## src/rtl/pps_pkg.sv

```systemverilog
// Constants and types shared by the power sequencer block
// Notes on behaviour
// - Power-up is ten strobes separated by nine programmable delays.
// - A rail belongs to at most one strobe; a strobe may drive several rails.
// - Each delay between strobes is programmable from 2 ms to 5 ms.
// - Power-up fires strobe one at once, then each next strobe after its delay.
// - Off wakes on button fall, adapter fall, request high, or bias with adapter low.
// - Pre-off and sleep wake on button or adapter fall, or request high level.
// - A wake enters the wait-for-request state and runs power-up.
// - Wait times out after 20 s with pins high and no request, then powers down.
// - Request high moves to active; then request low powers down to sleep, adapter ignored.
// - Rails with strobe code zero keep their state through power-up and through power-down to sleep.
// - Rail enables are writable any time except while the sequencer runs or in the cycle a power-down starts.
// - Rail enable bits show the real state; the sequencer updates them itself.
// - Power-down runs strobes ten to one, disabling rails and enabling discharge.
// - Power-down delays are ten times longer under one global factor bit.
// - The final state is entered exactly 500 ms after power-down starts.
// - Button held low 8 s, or 15 s with long-reset, powers down.
// - Thermal shutdown, lockout or power-good failure trigger power-down.
// - Going to sleep leaves rails outside the sequencer as they were.
// - Toward off, free rails two to seven stop at start; switches two and three at entry.
// - Bias below threshold resets the core and drops every rail with discharge.
// - Strobes one and two serve only the two backup converters.
// - Strobes one and two fire on every power-up even when already on.
// - On power-down strobes two and one run only with the backup seal clear.
// - Power-good failure pulls power-good low and powers down at once.
package pps_pkg;
  localparam int CLK_PERIOD_NS = 10;
  localparam int TICK_NS = 1000000;
  localparam int MS_TICK_CYCLES = (TICK_NS + CLK_PERIOD_NS - 1) / CLK_PERIOD_NS;
  localparam int PRE_W = 17;

  localparam int NUM_RAILS = 10;
  localparam int NUM_SEQ_RAILS = 8;
  localparam int BKP_RAILS = 2;
  localparam int NUM_DLY = 9;
  localparam int ASG_W = 4;
  localparam int DLY_W = 2;
  localparam int ASG_REG_W = NUM_SEQ_RAILS * ASG_W;
  localparam int DLY_REG_W = NUM_DLY * DLY_W;
  localparam int RAIL_LS2 = 8;
  localparam int RAIL_LS3 = 9;
  localparam logic [NUM_RAILS-1:0] FREE_OFF_MASK = 10'h0fc;

  localparam logic [3:0] STROBE_FIRST = 4'h1;
  localparam logic [3:0] STROBE_BKP_LAST = 4'h2;
  localparam logic [3:0] STROBE_LAST = 4'ha;
  localparam logic [3:0] STROBE_DONE = 4'h0;

  localparam int DLY_BASE_MS = 2;
  localparam int DLY_MAX_MS = 5;
  localparam int PD_FACTOR = 10;
  localparam int PD_TOTAL_MS = 500;
  localparam int WAIT_TIMEOUT_MS = 20000;
  localparam int HOLD_SHORT_MS = 8000;
  localparam int HOLD_LONG_MS = 15000;
  localparam int DCNT_W = 6;
  localparam int PD_W = 9;
  localparam int WAIT_W = 15;
  localparam int HOLD_W = 14;

  localparam logic [11:0] ADDR_CTRL = 12'h000;
  localparam logic [11:0] ADDR_RAIL_EN = 12'h004;
  localparam logic [11:0] ADDR_STROBE_ASG = 12'h008;
  localparam logic [11:0] ADDR_DELAY = 12'h00c;
  localparam logic [11:0] ADDR_STATUS = 12'h010;

  localparam int CTRL_W = 3;
  localparam int CTRL_DLYF_BIT = 0;
  localparam int CTRL_SEAL_BIT = 1;
  localparam int CTRL_LONG_BIT = 2;
  localparam int STAT_MODE_LSB = 6;
  localparam int STAT_PG_BIT = 9;
  localparam logic [CTRL_W-1:0] CTRL_RST = 3'h1;
  localparam logic [ASG_REG_W-1:0] ASG_RST = 32'h87654321;
  localparam logic [DLY_REG_W-1:0] DLY_RST = 18'h00000;

  typedef enum logic [5:0] {
    PPS_OFF = 6'h01,
    PPS_PRE_OFF = 6'h02,
    PPS_WAIT_FOR_REQUEST = 6'h04,
    PPS_ACTIVE = 6'h08,
    PPS_SUSPEND = 6'h10,
    PPS_RECOVERY = 6'h20
  } pps_state_e;

  typedef enum logic [2:0] {
    MODE_IDLE = 3'h1,
    MODE_UP = 3'h2,
    MODE_DOWN = 3'h4
  } pps_mode_e;
endpackage : pps_pkg

```

## src/rtl/pps_sync.sv

```systemverilog
// Two-flop synchroniser for pins entering the core clock domain
`timescale 1ns/1ns
module pps_sync #(
  parameter int W = 8,
  parameter logic [W-1:0] RST_VAL = '0
) (
  input wire logic ref_clk_i,
  input wire logic rst_i,
  input wire logic [W-1:0] async_i,
  output logic [W-1:0] sync_o
);
  typedef struct packed {
    logic [W-1:0] s1;
    logic [W-1:0] s2;
  } pps_sync_s;

  pps_sync_s q;
  pps_sync_s d;

  // First stage feeds only the second stage
  always_comb begin
    d.s1 = async_i;
    d.s2 = q.s1;
  end

  always_ff @(posedge ref_clk_i) begin
    if (rst_i) begin
      q <= '{s1: RST_VAL, s2: RST_VAL};
    end else begin
      q <= d;
    end
  end

  assign sync_o = q.s2;
endmodule : pps_sync

```

## src/rtl/pps_sequencer.sv

```systemverilog
// Power sequencer core: state machine, strobe sequencer and APB register file
//
// The address map and the APB interface to the registers were left to the implementer.
`timescale 1ns/1ns
module pps_sequencer
  import pps_pkg::*;
#(
  parameter int MS_TICK = MS_TICK_CYCLES
) (
  input wire logic ref_clk_i,
  input wire logic rst_i,
  input wire logic push_button_input_n_i,
  input wire logic adapter_detect_input_n_i,
  input wire logic power_request_pin_i,
  input wire logic thermal_shutdown_i,
  input wire logic undervoltage_lockout_i,
  input wire logic power_good_fail_i,
  input wire logic bias_present_i,
  input wire logic bias_low_i,
  input wire logic psel_i,
  input wire logic penable_i,
  input wire logic pwrite_i,
  input wire logic [11:0] paddr_i,
  input wire logic [31:0] pwdata_i,
  output logic [31:0] prdata_o,
  output logic pready_o,
  output logic pslverr_o,
  output logic [NUM_RAILS-1:0] rail_enable_o,
  output logic [NUM_RAILS-1:0] discharge_o,
  output logic power_good_output_o
);
  typedef struct packed {
    pps_state_e st;
    pps_mode_e mode;
    pps_state_e dest;
    logic [3:0] idx;
    logic [DCNT_W-1:0] dcnt;
    logic [PD_W-1:0] pd_ms;
    logic [WAIT_W-1:0] wait_ms;
    logic [HOLD_W-1:0] hold_ms;
    logic [PRE_W-1:0] pre;
    logic [NUM_RAILS-1:0] en;
    logic [NUM_RAILS-1:0] dis;
    logic pg;
    logic [CTRL_W-1:0] ctrl;
    logic [ASG_REG_W-1:0] asg;
    logic [DLY_REG_W-1:0] dly;
    logic pb_prev;
    logic ac_prev;
    logic bias_prev;
    logic rdy;
    logic err;
    logic [31:0] rdata;
  } pps_core_s;

  localparam pps_core_s CORE_RST = '{st: PPS_OFF, mode: MODE_IDLE, dest: PPS_OFF, idx: STROBE_DONE,
    dcnt: '0, pd_ms: '0, wait_ms: '0, hold_ms: '0, pre: '0, en: '0, dis: '0, pg: 1'h0,
    ctrl: CTRL_RST, asg: ASG_RST, dly: DLY_RST, pb_prev: 1'h1, ac_prev: 1'h1, bias_prev: 1'h0,
    rdy: 1'h0, err: 1'h0, rdata: '0};

  // Rail may use strobe a: backups only 1-2, the rest only 3-10
  function automatic logic rail_valid(input logic [ASG_W-1:0] a, input int r);
    logic v;
    if (r < BKP_RAILS) begin
      v = (a >= STROBE_FIRST) && (a <= STROBE_BKP_LAST);
    end else begin
      v = (a > STROBE_BKP_LAST) && (a <= STROBE_LAST);
    end
    return v;
  endfunction : rail_valid

  // Rails driven by strobe k; one code per rail keeps each rail on one strobe
  function automatic logic [NUM_RAILS-1:0] strobe_mask(input logic [ASG_REG_W-1:0] asg, input logic [3:0] k);
    logic [NUM_RAILS-1:0] m;
    logic [ASG_W-1:0] a;
    m = '0;
    for (int r = 0; r < NUM_SEQ_RAILS; r++) begin
      a = asg[r*ASG_W +: ASG_W];
      m[r] = rail_valid(a, r) && (a == k);
    end
    return m;
  endfunction : strobe_mask

  // Rails under sequencer control; code zero leaves a rail alone
  function automatic logic [NUM_RAILS-1:0] seq_owned(input logic [ASG_REG_W-1:0] asg);
    logic [NUM_RAILS-1:0] m;
    m = '0;
    for (int r = 0; r < NUM_SEQ_RAILS; r++) begin
      m[r] = rail_valid(asg[r*ASG_W +: ASG_W], r);
    end
    return m;
  endfunction : seq_owned

  // Delay ci in ticks: 2 to 5 ms, ten times longer when stretched
  function automatic logic [DCNT_W-1:0] dly_ticks(input logic [DLY_REG_W-1:0] dly, input logic [3:0] ci,
                                                   input logic stretch);
    logic [DLY_W-1:0] c;
    logic [DCNT_W-1:0] ms;
    c = (int'(ci) < NUM_DLY) ? dly[int'(ci)*DLY_W +: DLY_W] : '0;
    ms = DCNT_W'(DLY_BASE_MS) + DCNT_W'(c);
    if (stretch) begin
      ms = DCNT_W'(int'(ms) * PD_FACTOR);
    end
    return ms;
  endfunction : dly_ticks

  pps_core_s q;
  pps_core_s d;
  logic [7:0] pins_s;
  logic pb_s, ac_s, req_s, ots_s, undervoltage_lockout_s, pgf_s, bias_s, bias_low_s;
  logic tick, pb_fall, ac_fall, bias_rise, lock, fault, in_run, acc, stretch;
  logic up_start, dn_start;
  pps_state_e dn_dest;
  logic [HOLD_W-1:0] hold_lim;
  logic [NUM_RAILS-1:0] owned;

  pps_sync #(
    .W(8),
    .RST_VAL(8'h03)
  ) u_sync (
    .ref_clk_i(ref_clk_i),
    .rst_i(rst_i),
    .async_i({bias_low_i, bias_present_i, power_good_fail_i, undervoltage_lockout_i, thermal_shutdown_i,
              power_request_pin_i, adapter_detect_input_n_i, push_button_input_n_i}),
    .sync_o(pins_s)
  );
  assign {bias_low_s, bias_s, pgf_s, undervoltage_lockout_s, ots_s, req_s, ac_s, pb_s} = pins_s;

  always_comb begin
    d = q;
    owned = seq_owned(q.asg);
    tick = (q.pre == PRE_W'(MS_TICK - 1));
    d.pre = tick ? '0 : q.pre + PRE_W'(1);
    pb_fall = q.pb_prev & ~pb_s;
    ac_fall = q.ac_prev & ~ac_s;
    bias_rise = ~q.bias_prev & bias_s;
    d.pb_prev = pb_s;
    d.ac_prev = ac_s;
    d.bias_prev = bias_s;
    lock = undervoltage_lockout_s | ots_s;
    fault = lock | pgf_s;
    in_run = (q.st == PPS_WAIT_FOR_REQUEST) || (q.st == PPS_ACTIVE) || (q.st == PPS_SUSPEND);
    hold_lim = q.ctrl[CTRL_LONG_BIT] ? HOLD_W'(HOLD_LONG_MS) : HOLD_W'(HOLD_SHORT_MS);
    stretch = q.ctrl[CTRL_DLYF_BIT];

    // Millisecond timers for button hold and request wait
    if (pb_s) begin
      d.hold_ms = '0;
    end else if (tick && q.hold_ms != hold_lim) begin
      d.hold_ms = q.hold_ms + HOLD_W'(1);
    end
    if (q.st != PPS_WAIT_FOR_REQUEST) begin
      d.wait_ms = '0;
    end else if (tick && q.wait_ms != WAIT_W'(WAIT_TIMEOUT_MS)) begin
      d.wait_ms = q.wait_ms + WAIT_W'(1);
    end

    // APB slave, answer one cycle into the access phase
    acc = psel_i & penable_i & ~q.rdy;
    d.rdy = acc;
    d.err = 1'h0;
    d.rdata = '0;
    if (acc) begin
      unique case (paddr_i)
        ADDR_CTRL: begin
          if (pwrite_i) begin
            d.ctrl = pwdata_i[CTRL_W-1:0];
          end else begin
            d.rdata = 32'(q.ctrl);
          end
        end
        ADDR_RAIL_EN: begin
          if (q.mode != MODE_IDLE) begin
            d.err = 1'h1;
          end else if (pwrite_i) begin
            d.en = pwdata_i[NUM_RAILS-1:0];
            d.dis = q.dis & ~pwdata_i[NUM_RAILS-1:0];
          end else begin
            d.rdata = 32'(q.en);
          end
        end
        ADDR_STROBE_ASG: begin
          if (pwrite_i) begin
            d.asg = pwdata_i[ASG_REG_W-1:0];
          end else begin
            d.rdata = 32'(q.asg);
          end
        end
        ADDR_DELAY: begin
          if (pwrite_i) begin
            d.dly = pwdata_i[DLY_REG_W-1:0];
          end else begin
            d.rdata = 32'(q.dly);
          end
        end
        ADDR_STATUS: begin
          d.rdata = 32'({q.pg, q.mode, q.st});
        end
        default: begin
          d.err = 1'h1;
        end
      endcase
    end

    // Wake and shutdown decisions
    up_start = 1'h0;
    dn_start = 1'h0;
    dn_dest = PPS_OFF;
    if (q.mode != MODE_DOWN) begin
      if (in_run && fault) begin
        dn_start = 1'h1;
        dn_dest = PPS_RECOVERY;
      end else if (in_run && q.hold_ms == hold_lim) begin
        dn_start = 1'h1;
      end else if (q.st == PPS_WAIT_FOR_REQUEST && q.wait_ms == WAIT_W'(WAIT_TIMEOUT_MS) && pb_s && ac_s
                   && !req_s) begin
        dn_start = 1'h1;
      end else if (q.st == PPS_ACTIVE && !req_s) begin
        dn_start = 1'h1;
        dn_dest = PPS_SUSPEND;
      end else if (q.mode == MODE_IDLE && !lock) begin
        unique case (q.st)
          PPS_OFF: begin
            up_start = pb_fall | ac_fall | req_s | (bias_rise & ~ac_s);
          end
          PPS_PRE_OFF, PPS_SUSPEND: begin
            up_start = pb_fall | ac_fall | req_s;
          end
          PPS_RECOVERY: begin
            if (!fault) begin
              d.st = PPS_PRE_OFF;
            end
          end
          PPS_WAIT_FOR_REQUEST, PPS_ACTIVE: begin
            up_start = 1'h0;
          end
        endcase
      end
      if (q.st == PPS_WAIT_FOR_REQUEST && req_s && !dn_start) begin
        d.st = PPS_ACTIVE;
      end
    end

    // Strobe sequencer
    if (up_start) begin
      d.st = PPS_WAIT_FOR_REQUEST;
      d.mode = MODE_UP;
      d.pre = '0;
      d.en = d.en | strobe_mask(q.asg, STROBE_FIRST);
      d.dis = d.dis & ~strobe_mask(q.asg, STROBE_FIRST);
      d.idx = STROBE_FIRST + 4'h1;
      d.dcnt = dly_ticks(q.dly, 4'h0, 1'h0);
    end else if (dn_start) begin
      d.mode = MODE_DOWN;
      d.dest = dn_dest;
      d.pre = '0;
      d.pd_ms = '0;
      d.en = q.en & ~strobe_mask(q.asg, STROBE_LAST);
      d.dis = q.dis | strobe_mask(q.asg, STROBE_LAST);
      if (dn_dest != PPS_SUSPEND) begin
        d.en = d.en & ~(FREE_OFF_MASK & ~owned);
      end
      d.idx = STROBE_LAST - 4'h1;
      d.dcnt = dly_ticks(q.dly, STROBE_LAST - 4'h2, stretch);
    end else if (q.mode == MODE_UP && tick) begin
      if (q.dcnt == DCNT_W'(1)) begin
        d.en = q.en | strobe_mask(q.asg, q.idx);
        d.dis = q.dis & ~strobe_mask(q.asg, q.idx);
        if (q.idx == STROBE_LAST) begin
          d.mode = MODE_IDLE;
          d.idx = STROBE_DONE;
        end else begin
          d.idx = q.idx + 4'h1;
          d.dcnt = dly_ticks(q.dly, q.idx - 4'h1, 1'h0);
        end
      end else begin
        d.dcnt = q.dcnt - DCNT_W'(1);
      end
    end else if (q.mode == MODE_DOWN && tick) begin
      d.pd_ms = q.pd_ms + PD_W'(1);
      if (q.idx != STROBE_DONE) begin
        if (q.dcnt != DCNT_W'(1)) begin
          d.dcnt = q.dcnt - DCNT_W'(1);
        end else if (q.idx <= STROBE_BKP_LAST && q.ctrl[CTRL_SEAL_BIT]) begin
          d.idx = STROBE_DONE;
        end else begin
          d.en = q.en & ~strobe_mask(q.asg, q.idx);
          d.dis = q.dis | strobe_mask(q.asg, q.idx);
          d.idx = q.idx - 4'h1;
          d.dcnt = dly_ticks(q.dly, q.idx - 4'h2, stretch);
        end
      end
      if (q.pd_ms == PD_W'(PD_TOTAL_MS - 1)) begin
        d.mode = MODE_IDLE;
        d.st = q.dest;
        d.idx = STROBE_DONE;
        if (q.dest != PPS_SUSPEND) begin
          d.en[RAIL_LS2] = 1'h0;
          d.en[RAIL_LS3] = 1'h0;
        end
      end
    end

    // Power-good high only in a settled running state with no fault
    d.pg = (d.st == PPS_WAIT_FOR_REQUEST || d.st == PPS_ACTIVE) && d.mode == MODE_IDLE && !fault;

    if (bias_low_s) begin
      d = CORE_RST;
      d.dis = '1;
    end
  end

  always_ff @(posedge ref_clk_i) begin
    if (rst_i) begin
      q <= CORE_RST;
    end else begin
      q <= d;
    end
  end

  assign prdata_o = q.rdata;
  assign pready_o = q.rdy;
  assign pslverr_o = q.err;
  assign rail_enable_o = q.en;
  assign discharge_o = q.dis;
  assign power_good_output_o = q.pg;

  logic core_rst;
  assign core_rst = rst_i | bias_low_s;

  chk_first_strobe: assert property (@(posedge ref_clk_i) disable iff (core_rst)
    up_start |=> ((q.en & strobe_mask(q.asg, STROBE_FIRST)) == strobe_mask(q.asg, STROBE_FIRST))
      && q.idx == 4'h2 && q.mode == MODE_UP)
    else $error("first strobe not fired at power-up start");

  chk_reverse_start: assert property (@(posedge ref_clk_i) disable iff (core_rst)
    dn_start |=> ((q.en & strobe_mask(q.asg, STROBE_LAST)) == '0)
      && ((q.dis & strobe_mask(q.asg, STROBE_LAST)) == strobe_mask(q.asg, STROBE_LAST)) && q.idx == 4'h9)
    else $error("power-down did not begin with strobe ten");

  chk_free_rails_keep: assert property (@(posedge ref_clk_i) disable iff (core_rst)
    (q.mode == MODE_UP && !dn_start) |=> (((q.en ^ $past(q.en)) & ~$past(owned)) == '0))
    else $error("unassigned rail changed during power-up");

  chk_busy_reject: assert property (@(posedge ref_clk_i) disable iff (core_rst)
    (acc && pwrite_i && paddr_i == ADDR_RAIL_EN && q.mode != MODE_IDLE)
      |=> pready_o && pslverr_o && $stable(q.en[RAIL_LS2]))
    else $error("rail enable write accepted while sequencing");

  chk_pd_total: assert property (@(posedge ref_clk_i) disable iff (core_rst)
    (q.mode == MODE_DOWN && tick && q.pd_ms == PD_W'(PD_TOTAL_MS - 1))
      |=> q.mode == MODE_IDLE && q.st == $past(q.dest))
    else $error("final state not entered at end of power-down");

  chk_pd_bound: assert property (@(posedge ref_clk_i) disable iff (core_rst)
    q.mode == MODE_DOWN |-> q.pd_ms < PD_W'(PD_TOTAL_MS))
    else $error("power-down interval overran");

  chk_delay_range: assert property (@(posedge ref_clk_i) disable iff (core_rst)
    q.mode == MODE_UP |-> q.dcnt <= DCNT_W'(DLY_MAX_MS) && q.dcnt != '0)
    else $error("power-up delay out of range");

  chk_seal_hold: assert property (@(posedge ref_clk_i) disable iff (core_rst)
    (q.mode == MODE_DOWN && q.ctrl[CTRL_SEAL_BIT] && !acc) |=> q.en[1:0] == $past(q.en[1:0]))
    else $error("backup rails changed with seal set");

  chk_fault_down: assert property (@(posedge ref_clk_i) disable iff (core_rst)
    (in_run && fault && q.mode != MODE_DOWN) |=> q.mode == MODE_DOWN && q.dest == PPS_RECOVERY && !q.pg)
    else $error("fault did not start power-down");

  chk_hold_trip: assert property (@(posedge ref_clk_i) disable iff (core_rst)
    (in_run && q.mode != MODE_DOWN && q.hold_ms == hold_lim) |-> dn_start ##1 q.mode == MODE_DOWN)
    else $error("long press did not power down");

  chk_bias_drop: assert property (@(posedge ref_clk_i) disable iff (rst_i)
    bias_low_s |=> rail_enable_o == '0 && discharge_o == '1 && q.st == PPS_OFF)
    else $error("bias loss did not drop all rails");

  cov_power_up: cover property (@(posedge ref_clk_i) disable iff (core_rst) up_start);
  cov_to_suspend: cover property (@(posedge ref_clk_i) disable iff (core_rst)
    q.mode == MODE_DOWN && q.dest == PPS_SUSPEND ##1 q.st == PPS_SUSPEND);
  cov_recovery: cover property (@(posedge ref_clk_i) disable iff (core_rst) q.st == PPS_RECOVERY);
  cov_active: cover property (@(posedge ref_clk_i) disable iff (core_rst) q.st == PPS_ACTIVE && q.pg);
endmodule : pps_sequencer

```

## config.mk

```make
export PLATFORM = sky130hd
export DESIGN_NAME = pps_sequencer
export DESIGN_NICKNAME = d
export VERILOG_FILES = /design/src/rtl/pps_pkg.sv /design/src/rtl/pps_sync.sv /design/src/rtl/pps_sequencer.sv
export SDC_FILE = /design/constraint.sdc
export NUM_CORES = 1
export LEC_CHECK = 0
export BUFFER_PORTS_ARGS = -buffer_cell sky130_fd_sc_hd__buf_4
export CAP_MARGIN = 5
export CELL_PAD_IN_SITES_DETAIL_PLACEMENT = 0
export CELL_PAD_IN_SITES_GLOBAL_PLACEMENT = 1
export CORE_MARGIN = 4
export CORE_UTILIZATION = 48
export CTS_CLUSTER_SIZE = 14
export DETAILED_ROUTE_END_ITERATION = 6
export GPL_ROUTABILITY_DRIVEN = 0
export PLACE_DENSITY = 0.94
export SLEW_MARGIN = 15
export SYNTH_ARGS = -nofsm -noshare
export SYNTH_HDL_FRONTEND = slang
export SYNTH_SLANG_ARGS = --single-unit
```

## constraint.sdc

```tcl
create_clock -name ref_clk_i -period 5.4 [get_ports ref_clk_i]
set_input_delay 0.54 -clock ref_clk_i [delete_from_list [all_inputs] [get_ports ref_clk_i]]
set_output_delay 0.54 -clock ref_clk_i [all_outputs]
set_load 0.02 [all_outputs]
```

# Yosys cells after proc, flatten, opt, wreduce, memory -nomap -nowiden
# Cells that the tools add are included.
# totals
word_cells,449
inputBits,57
reg_bits,207
# classes
muxes,200
shift,2
n_bitwise,34
magnitude_cmp,19
reduce_logical,92
addsub,12
n_eq_ne,63
multipliers,2
# ops
operator,n
2-to-1 mux 20 bit,12
case mux 32 bit (5 select lines),1
2-to-1 mux 1 bit,125
2-to-1 mux 6 bit,19
2-to-1 mux 101 bit,1
2-to-1 mux 32 bit,3
bitwise AND 10 bit,6
logical AND 1 bit,57
2-to-1 mux 18 bit,3
2-to-1 mux 53 bit,1
2-to-1 mux 10 bit,5
NOT 8 -> 10 bit,5
bitwise OR 10 x 8 -> 10 bit,4
2-to-1 mux 19 bit,2
equality test 4 bit (second input constant),9
2-to-1 mux 9 bit,4
indexed part select 18 x 6 -> 2 bit,2
2-to-1 mux 33 bit,1
equality test 4 x 1 -> 1 bit (second input constant),8
equality test 4 bit,8
equality test 12 x 4 -> 1 bit (second input constant),2
> comparator 4 x 2 -> 1 bit (second input constant),6
<= comparator 4 bit (second input constant),6
2-to-1 mux 3 bit,7
66 further kinds,127

# Longest topological paths before layout
# logic_depth
ltp_word,26
depth_mapped,13

# Hierarchy
# A second synthesis with hierarchy kept.
# hier_totals
cells_unflattened,1287
area_unflattened_um2,10756.6
# by_module_without_submodules
mod,seq_area_each_um2,cells_per_inst,n_inst,area_each_um2
pps_sequencer,3763.6,1254,1,10317.4
pps_sync,320.3,33,1,439.2

# Least setup slack after synthesis
# Ideal clock, no wire load.
# synth_path
path_type,flip-flop to flip-flop
startpoint,register q[172] in the netlist's numbering
endpoint,register q (netlist bit discharge_o[2])
t_arrival_ns,3.230
period_less_slack_ns,3.308
path_stages_with_launch,13
slack_ns,2.092
setup_time_ns,0.078
cell_sequence,dfxtp_1 clkbuf_1 buf_2 buf_1 inv_1 ha_1 nand2b_1 a311o_1 nor4_1 a22oi_1 nor3_1 nor4_1 nor3_1
# synth_between
elab_chain_cells,11
elab_cells_between_ends,18
# synth_rtl
item,line_no,source
from (decl),pps_sequencer.sv:107,pps_core_s q;
from (signal assigned),pps_sequencer.sv:315,q <= CORE_RST;
from (signal assigned),pps_sequencer.sv:317,q <= d;
"parallel branches: the longest is 7 deep, another holds <= comparator 4 x 2 -> 1 bit",n/a,
2-to-1 mux 20 bit (*),pps_sequencer.sv:265,end else if (q.mode == MODE_UP && tick) begin
2-to-1 mux 20 bit (*),pps_sequencer.sv:253,end else if (dn_start) begin
2-to-1 mux 20 bit (*),pps_sequencer.sv:245,if (up_start) begin
2-to-1 mux 101 bit (*),pps_sequencer.sv:307,if (bias_low_s) begin
# Every way passes the cells marked *.
# A chain may end at the register's enable or synchronous reset.

# Worst setup path in the final report
# layout_path
startpoint,register q[173] in the netlist's numbering
endpoint,register q[169] in the netlist's numbering
# layout_between
elab_chain_cells,13
elab_cells_between_ends,22
# layout_rtl
item,line_no,source
subtractor 4 x 2 -> 4 bit,pps_sequencer.sv:290,"d.dcnt = dly_ticks(q.dly, q.idx - 4'h2, stretch);"
indexed part select 18 x 6 -> 2 bit or less-than comparator 4 bit (tied branches),pps_sequencer.sv:99,c = (int'(ci) < NUM_DLY) ? dly[int'(ci)*DLY_W +: DLY_W] : '0;
2-to-1 mux 2 bit,pps_sequencer.sv:99,
adder 2 x 2 -> 3 bit,pps_sequencer.sv:100,ms = DCNT_W'(DLY_BASE_MS) + DCNT_W'(c);
multiplier 3 x 3 -> 5 bit,pps_sequencer.sv:102,ms = DCNT_W'(int'(ms) * PD_FACTOR);
2-to-1 mux 6 bit,pps_sequencer.sv:101,if (stretch) begin
2-to-1 mux 6 bit,pps_sequencer.sv:284,end else if (q.idx <= STROBE_BKP_LAST && q.ctrl[CTRL_SEAL_BIT]) begin
2-to-1 mux 6 bit,pps_sequencer.sv:282,if (q.dcnt != DCNT_W'(1)) begin
2-to-1 mux 10 bit,pps_sequencer.sv:281,if (q.idx != STROBE_DONE) begin
2-to-1 mux 19 bit,pps_sequencer.sv:279,end else if (q.mode == MODE_DOWN && tick) begin
2-to-1 mux 10 bit,pps_sequencer.sv:265,
2-to-1 mux 19 bit,pps_sequencer.sv:253,
2-to-1 mux 8 bit,pps_sequencer.sv:245,
# Several ways; a longest one is shown, not always the timed one. The select of a mux whose other input is x is not followed.

==> flow_summary.html <==
<table>
<tr><th>Metric</th><th>Value</th></tr>
<tr><th colspan="2">Detailed routing</th></tr>
<tr><td>Final routed wirelength across all metal layers</td><td>31700 um</td></tr>
<tr><td>Iteration-0 DRC count of the detailed router</td><td>709</td></tr>
<tr><td>Residual antenna-violating net count after detailed routing</td><td>0</td></tr>
<tr><td>Residual DRC</td><td>0</td></tr>
<tr><td>Total number of vias</td><td>10100</td></tr>
<tr><td>Routed length per instance</td><td>18.7 um</td></tr>
<tr><td>Post-DR vias/cell</td><td>5.97</td></tr>
<tr><td>Detailed-router iteration count before antenna repair</td><td>6</td></tr>
<tr><th colspan="2">Timing</th></tr>
<tr><td>Count of pins over their slew limit</td><td>0</td></tr>
<tr><td>Worst relative slew slack</td><td>22.8%</td></tr>
<tr><td>Final period util</td><td>68.5%</td></tr>
<tr><td>Number of hold-slack violations in the final timing report</td><td>0</td></tr>
<tr><td>RSZ-0062 raised after global routing</td><td>no</td></tr>
<tr><td>Worst-margin pin slew</td><td>1.15 ns</td></tr>
<tr><td>Min Tclk post-route</td><td>3.70 ns</td></tr>
<tr><td>Achievable clock frequency</td><td>270 MHz</td></tr>
<tr><td>Final setup vio count</td><td>0</td></tr>
<tr><td>Setup Skew</td><td>0.0163 ns</td></tr>
<tr><td>TNS Setup</td><td>0 ns</td></tr>
<tr><td>Smallest hold slack</td><td>0.204 ns</td></tr>
<tr><th colspan="2">Yosys</th></tr>
<tr><td>Largest area contributor in the netlist</td><td>sky130_fd_sc_hd__dfxtp_1</td></tr>
<tr><td>Synth area leaders</td><td>sky130_fd_sc_hd__dfxtp_1 37%, sky130_fd_sc_hd__nand2_1 6.6%, sky130_fd_sc_hd__a21oi_1 5.1%</td></tr>
<tr><td>Dominant synthesized flop cell</td><td>sky130_fd_sc_hd__dfxtp_1</td></tr>
<tr><td>Number of warnings issued by yosys</td><td>0</td></tr>
<tr><td>Nets in the synthesized netlist</td><td>1458</td></tr>
<tr><td>Post-synth EDFFs</td><td>0</td></tr>
<tr><td>Post-synthesis cell count</td><td>1380</td></tr>
<tr><td>Average size of a mapped cell</td><td>8.04 um2</td></tr>
<tr><td>Sequential fraction of the synthesis area</td><td>36.8%</td></tr>
<tr><td>Share of synthesized flip-flops with an asynchronous set or reset</td><td>0%</td></tr>
<tr><td>Area of the mapped netlist</td><td>0.0111 mm2</td></tr>
<tr><td>Number of storage elements in the synthesis netlist</td><td>204</td></tr>
<tr><td>Distinct cell type count after synthesis</td><td>80</td></tr>
<tr><td>Portion of synthesized cell area occupied by the leading cell type</td><td>36.8%</td></tr>
<tr><th colspan="2">Floorplanning</th></tr>
<tr><td>Number of placed I/O pins</td><td>112</td></tr>
<tr><td>Height of the die</td><td>160 um</td></tr>
<tr><td>Starting density of the core</td><td>48.9%</td></tr>
<tr><td>Total core area</td><td>0.0227 mm2</td></tr>
<tr><td>Row count</td><td>55</td></tr>
<tr><td>Die Span X</td><td>160 um</td></tr>
<tr><td>Die area</td><td>0.0256 mm2</td></tr>
<tr><th colspan="2">Final layout</th></tr>
<tr><td>Post-route cell area</td><td>0.0124 mm2</td></tr>
<tr><td>Fillcell total</td><td>2132</td></tr>
<tr><td>Layout cell share with drive strength beyond 1</td><td>14.5%</td></tr>
<tr><td>Leading cell type in the layout, fill and taps excluded</td><td>sky130_fd_sc_hd__dfxtp_1</td></tr>
<tr><td>Final Instance Count excl. Fillers</td><td>1695</td></tr>
<tr><td>Most frequent cells in the layout</td><td>204 x sky130_fd_sc_hd__dfxtp_1, 194 x sky130_fd_sc_hd__nand2_1, 133 x sky130_fd_sc_hd__nor2_1, 122 x sky130_fd_sc_hd__buf_4, 113 x sky130_fd_sc_hd__a21oi_1</td></tr>
<tr><td>P&amp;R area growth vs syn</td><td>11.4%</td></tr>
<tr><td>Net count reported at finish</td><td>1472</td></tr>
<tr><td>Number of antenna repair diodes</td><td>0</td></tr>
<tr><th colspan="2">Global route</th></tr>
<tr><td>GR met2 Demand/Resource</td><td>38.6%</td></tr>
<tr><td>Initial antenna violation count</td><td>0</td></tr>
<tr><td>Busiest metal layer after global routing</td><td>met2</td></tr>
<tr><td>Via count of the first global-routing pass</td><td>9718</td></tr>
<tr><td>Global route total overflow</td><td>0</td></tr>
<tr><td>Tot GR Track Use</td><td>23.9%</td></tr>
<tr><td>Global-route track usage on met3</td><td>5.37%</td></tr>
<tr><td>Global-route wire length before repair</td><td>51100 um</td></tr>
<tr><td>Fraction of met1 tracks used by global routing</td><td>31.6%</td></tr>
<tr><td>Largest net degree at the start of global routing</td><td>58</td></tr>
<tr><th colspan="2">Critical path</th></tr>
<tr><td>Cell count of the worst reg-to-reg path</td><td>10</td></tr>
<tr><td>Startpoint of the most critical setup path</td><td>q[173]$_SDFFE_PP0P_</td></tr>
<tr><td>Reg-to-reg critical path startpoint</td><td>q[173]$_SDFFE_PP0P_</td></tr>
<tr><td>Startpoint types</td><td>register</td></tr>
<tr><td>Worst-path maximum fanout</td><td>18</td></tr>
<tr><td>Crit path kind</td><td>reg -&gt; reg</td></tr>
<tr><td>FF-to-FF setup slack</td><td>1.70 ns</td></tr>
<tr><td>CP Capture Point</td><td>q[169]$_SDFFE_PP0P_</td></tr>
<tr><td>Critical Path AT</td><td>4.17 ns</td></tr>
<tr><td>Required time of the critical path</td><td>5.86 ns</td></tr>
<tr><td>Crit path capture type</td><td>register</td></tr>
<tr><td>Critical register-to-register path endpoint</td><td>q[169]$_SDFFE_PP0P_</td></tr>
<tr><th colspan="2">Clock network</th></tr>
<tr><td>CTS H-tree depth</td><td>1</td></tr>
<tr><td>CTS root buffer</td><td>sky130_fd_sc_hd__clkbuf_16</td></tr>
<tr><td>Cts hold-fix bufs</td><td>0</td></tr>
<tr><td>Max clock buf depth</td><td>3</td></tr>
<tr><td>Clock tree sinks</td><td>204</td></tr>
<tr><td>PostCTS Resize Cnt</td><td>0</td></tr>
<tr><td>CTS tree</td><td>built</td></tr>
<tr><td>Number of setup buffers added after CTS</td><td>0</td></tr>
<tr><td>CTS buffer count</td><td>23</td></tr>
<tr><td>Clock slew at the register clock pins of the worst setup and hold paths</td><td>0.07 ns</td></tr>
<tr><td>Clock latency at the later pin of the worst-skew pair</td><td>0.52 ns</td></tr>
<tr><th colspan="2">Placement</th></tr>
<tr><td>Standard cell area after detailed placement</td><td>0.0116 mm2</td></tr>
<tr><td>Sum of net half-perimeters after detailed placement</td><td>22500 um</td></tr>
<tr><td>DP Cell Count</td><td>1654</td></tr>
<tr><td>PortBufs</td><td>111</td></tr>
<tr><th colspan="2">Run</th></tr>
<tr><td>Maxcap violations</td><td>0</td></tr>
<tr><th colspan="2">Power and ir drop</th></tr>
<tr><td>Pwr Density</td><td>275 mW/mm2</td></tr>
<tr><td>P_leak</td><td>0.00460 uW</td></tr>
<tr><td>Worst vdd ir</td><td>0.253 mV</td></tr>
<tr><th colspan="2">Worst hold path</th></tr>
<tr><td>Worst hold-check path type</td><td>in -&gt; reg</td></tr>
<tr><th colspan="2">Outcome</th></tr>
<tr><td>Result of the run</td><td>completed</td></tr>
</table>
-- worst max-delay path, cell delays in order, from the launching register on --
cell and delay [ns]:
sky130_fd_sc_hd__dfxtp_1 0.91, sky130_fd_sc_hd__inv_1 0.33, sky130_fd_sc_hd__ha_1 0.33, sky130_fd_sc_hd__xnor2_1 0.20, sky130_fd_sc_hd__or4b_2 0.74, sky130_fd_sc_hd__nand3_1 0.14
sky130_fd_sc_hd__ha_1 0.25, sky130_fd_sc_hd__nor4b_1 0.34, sky130_fd_sc_hd__a211oi_1 0.09, sky130_fd_sc_hd__o22ai_1 0.15, sky130_fd_sc_hd__o211a_1 0.17
-- flip-flops by register name, indices dropped and copies added, names as in the netlist, 8 cells and up --
name           count
discharge_o       10
u_sync.d           8
q                133
rail_enable_o     10
prdata_o          32
u_sync.sync_o      8
-- worst min path at each step --
stage | start | endpoint | slack [ns] | depth (start not counted)
after floorplan | u_sync.d[0]$_SDFF_PP1_ | u_sync.sync_o[0]$_SDFF_PP1_ | 0.39 | 1
after global placement | u_sync.d[1]$_SDFF_PP1_ | u_sync.sync_o[1]$_SDFF_PP1_ | 0.40 | 1
after detailed placement | u_sync.d[1]$_SDFF_PP1_ | u_sync.sync_o[1]$_SDFF_PP1_ | 0.39 | 1
after CTS | push_button_input_n_i | u_sync.d[0]$_SDFF_PP1_ | 0.18 | 2
after global routing | push_button_input_n_i | u_sync.d[0]$_SDFF_PP1_ | 0.20 | 2
final | push_button_input_n_i | u_sync.d[0]$_SDFF_PP1_ | 0.20 | 2
-- routing by layer --
metal,part of all wire [%],routed length (um)
met1,43,13500
met5,0,0
met3,9.0,2850
met4,3.4,1080
met2,45,14300
-- synthesized netlist by cell type, types with 12 or more instances --
library cell / n
sky130_fd_sc_hd__nand4_1: 16
sky130_fd_sc_hd__a21oi_1: 113
sky130_fd_sc_hd__nor3_1: 37
sky130_fd_sc_hd__clkbuf_1: 61
sky130_fd_sc_hd__xnor2_1: 25
sky130_fd_sc_hd__nand2_1: 194
sky130_fd_sc_hd__a22oi_1: 17
sky130_fd_sc_hd__o21ai_0: 45
sky130_fd_sc_hd__and2_1: 19
sky130_fd_sc_hd__nor4_1: 13
sky130_fd_sc_hd__dfxtp_1: 204
sky130_fd_sc_hd__nand2b_1: 14
sky130_fd_sc_hd__mux2i_1: 12
sky130_fd_sc_hd__buf_4: 52
sky130_fd_sc_hd__xor2_1: 44
sky130_fd_sc_hd__ha_1: 21
sky130_fd_sc_hd__or3_1: 25
sky130_fd_sc_hd__and3_1: 15
sky130_fd_sc_hd__nand3_1: 58
sky130_fd_sc_hd__nor2b_1: 17
sky130_fd_sc_hd__a211oi_1: 14
sky130_fd_sc_hd__inv_1: 29
sky130_fd_sc_hd__o22ai_1: 17
sky130_fd_sc_hd__nor2_1: 134
-- layout make-up --
type	instances	area, um2	share of cell area, %
clock inverters	7	66.3	0.536
flip-flops and latches	204	4080	33.0
repair buffers	122	916	7.41
inverters	29	109	0.881
well taps	285	357	2.88
clock buffers	34	657	5.31
multi-input cells	1014	6170	49.9
-- stage by stage --
step | util (%) | power (uW) | worst slack, ns
finish | 54.4 | 3400 | 1.70
global route | 54.4 | 3520 | 1.55
CTS | 54.4 | 3430 | 1.81
detailed placement | 51.2 | 1920 | 1.83
global placement | 51.2 | 1920 | 1.95
floorplan | - | 1820 | 2.09
-- power by group --
group          switching (uW)  internal [uW]  total [uW]
logic                     186            131         316
clock network             620            888        1510
registers                45.3           1540        1580
total                     851           2550        3400
-- cell families after synthesis --
kind of cell / count (synthesis) / synth area share, %
adder cells (fa/ha/maj): 21 / 2.37
buffers and inverters: 162 / 7.74
AO/OA/AOI/OAI: 296 / 17.5
multiplexers: 28 / 3.42
flip-flops: 204 / 36.8
XOR/XNOR: 69 / 5.45
AND/OR/NAND/NOR: 600 / 26.7
(Power assumes the default switching activity.)
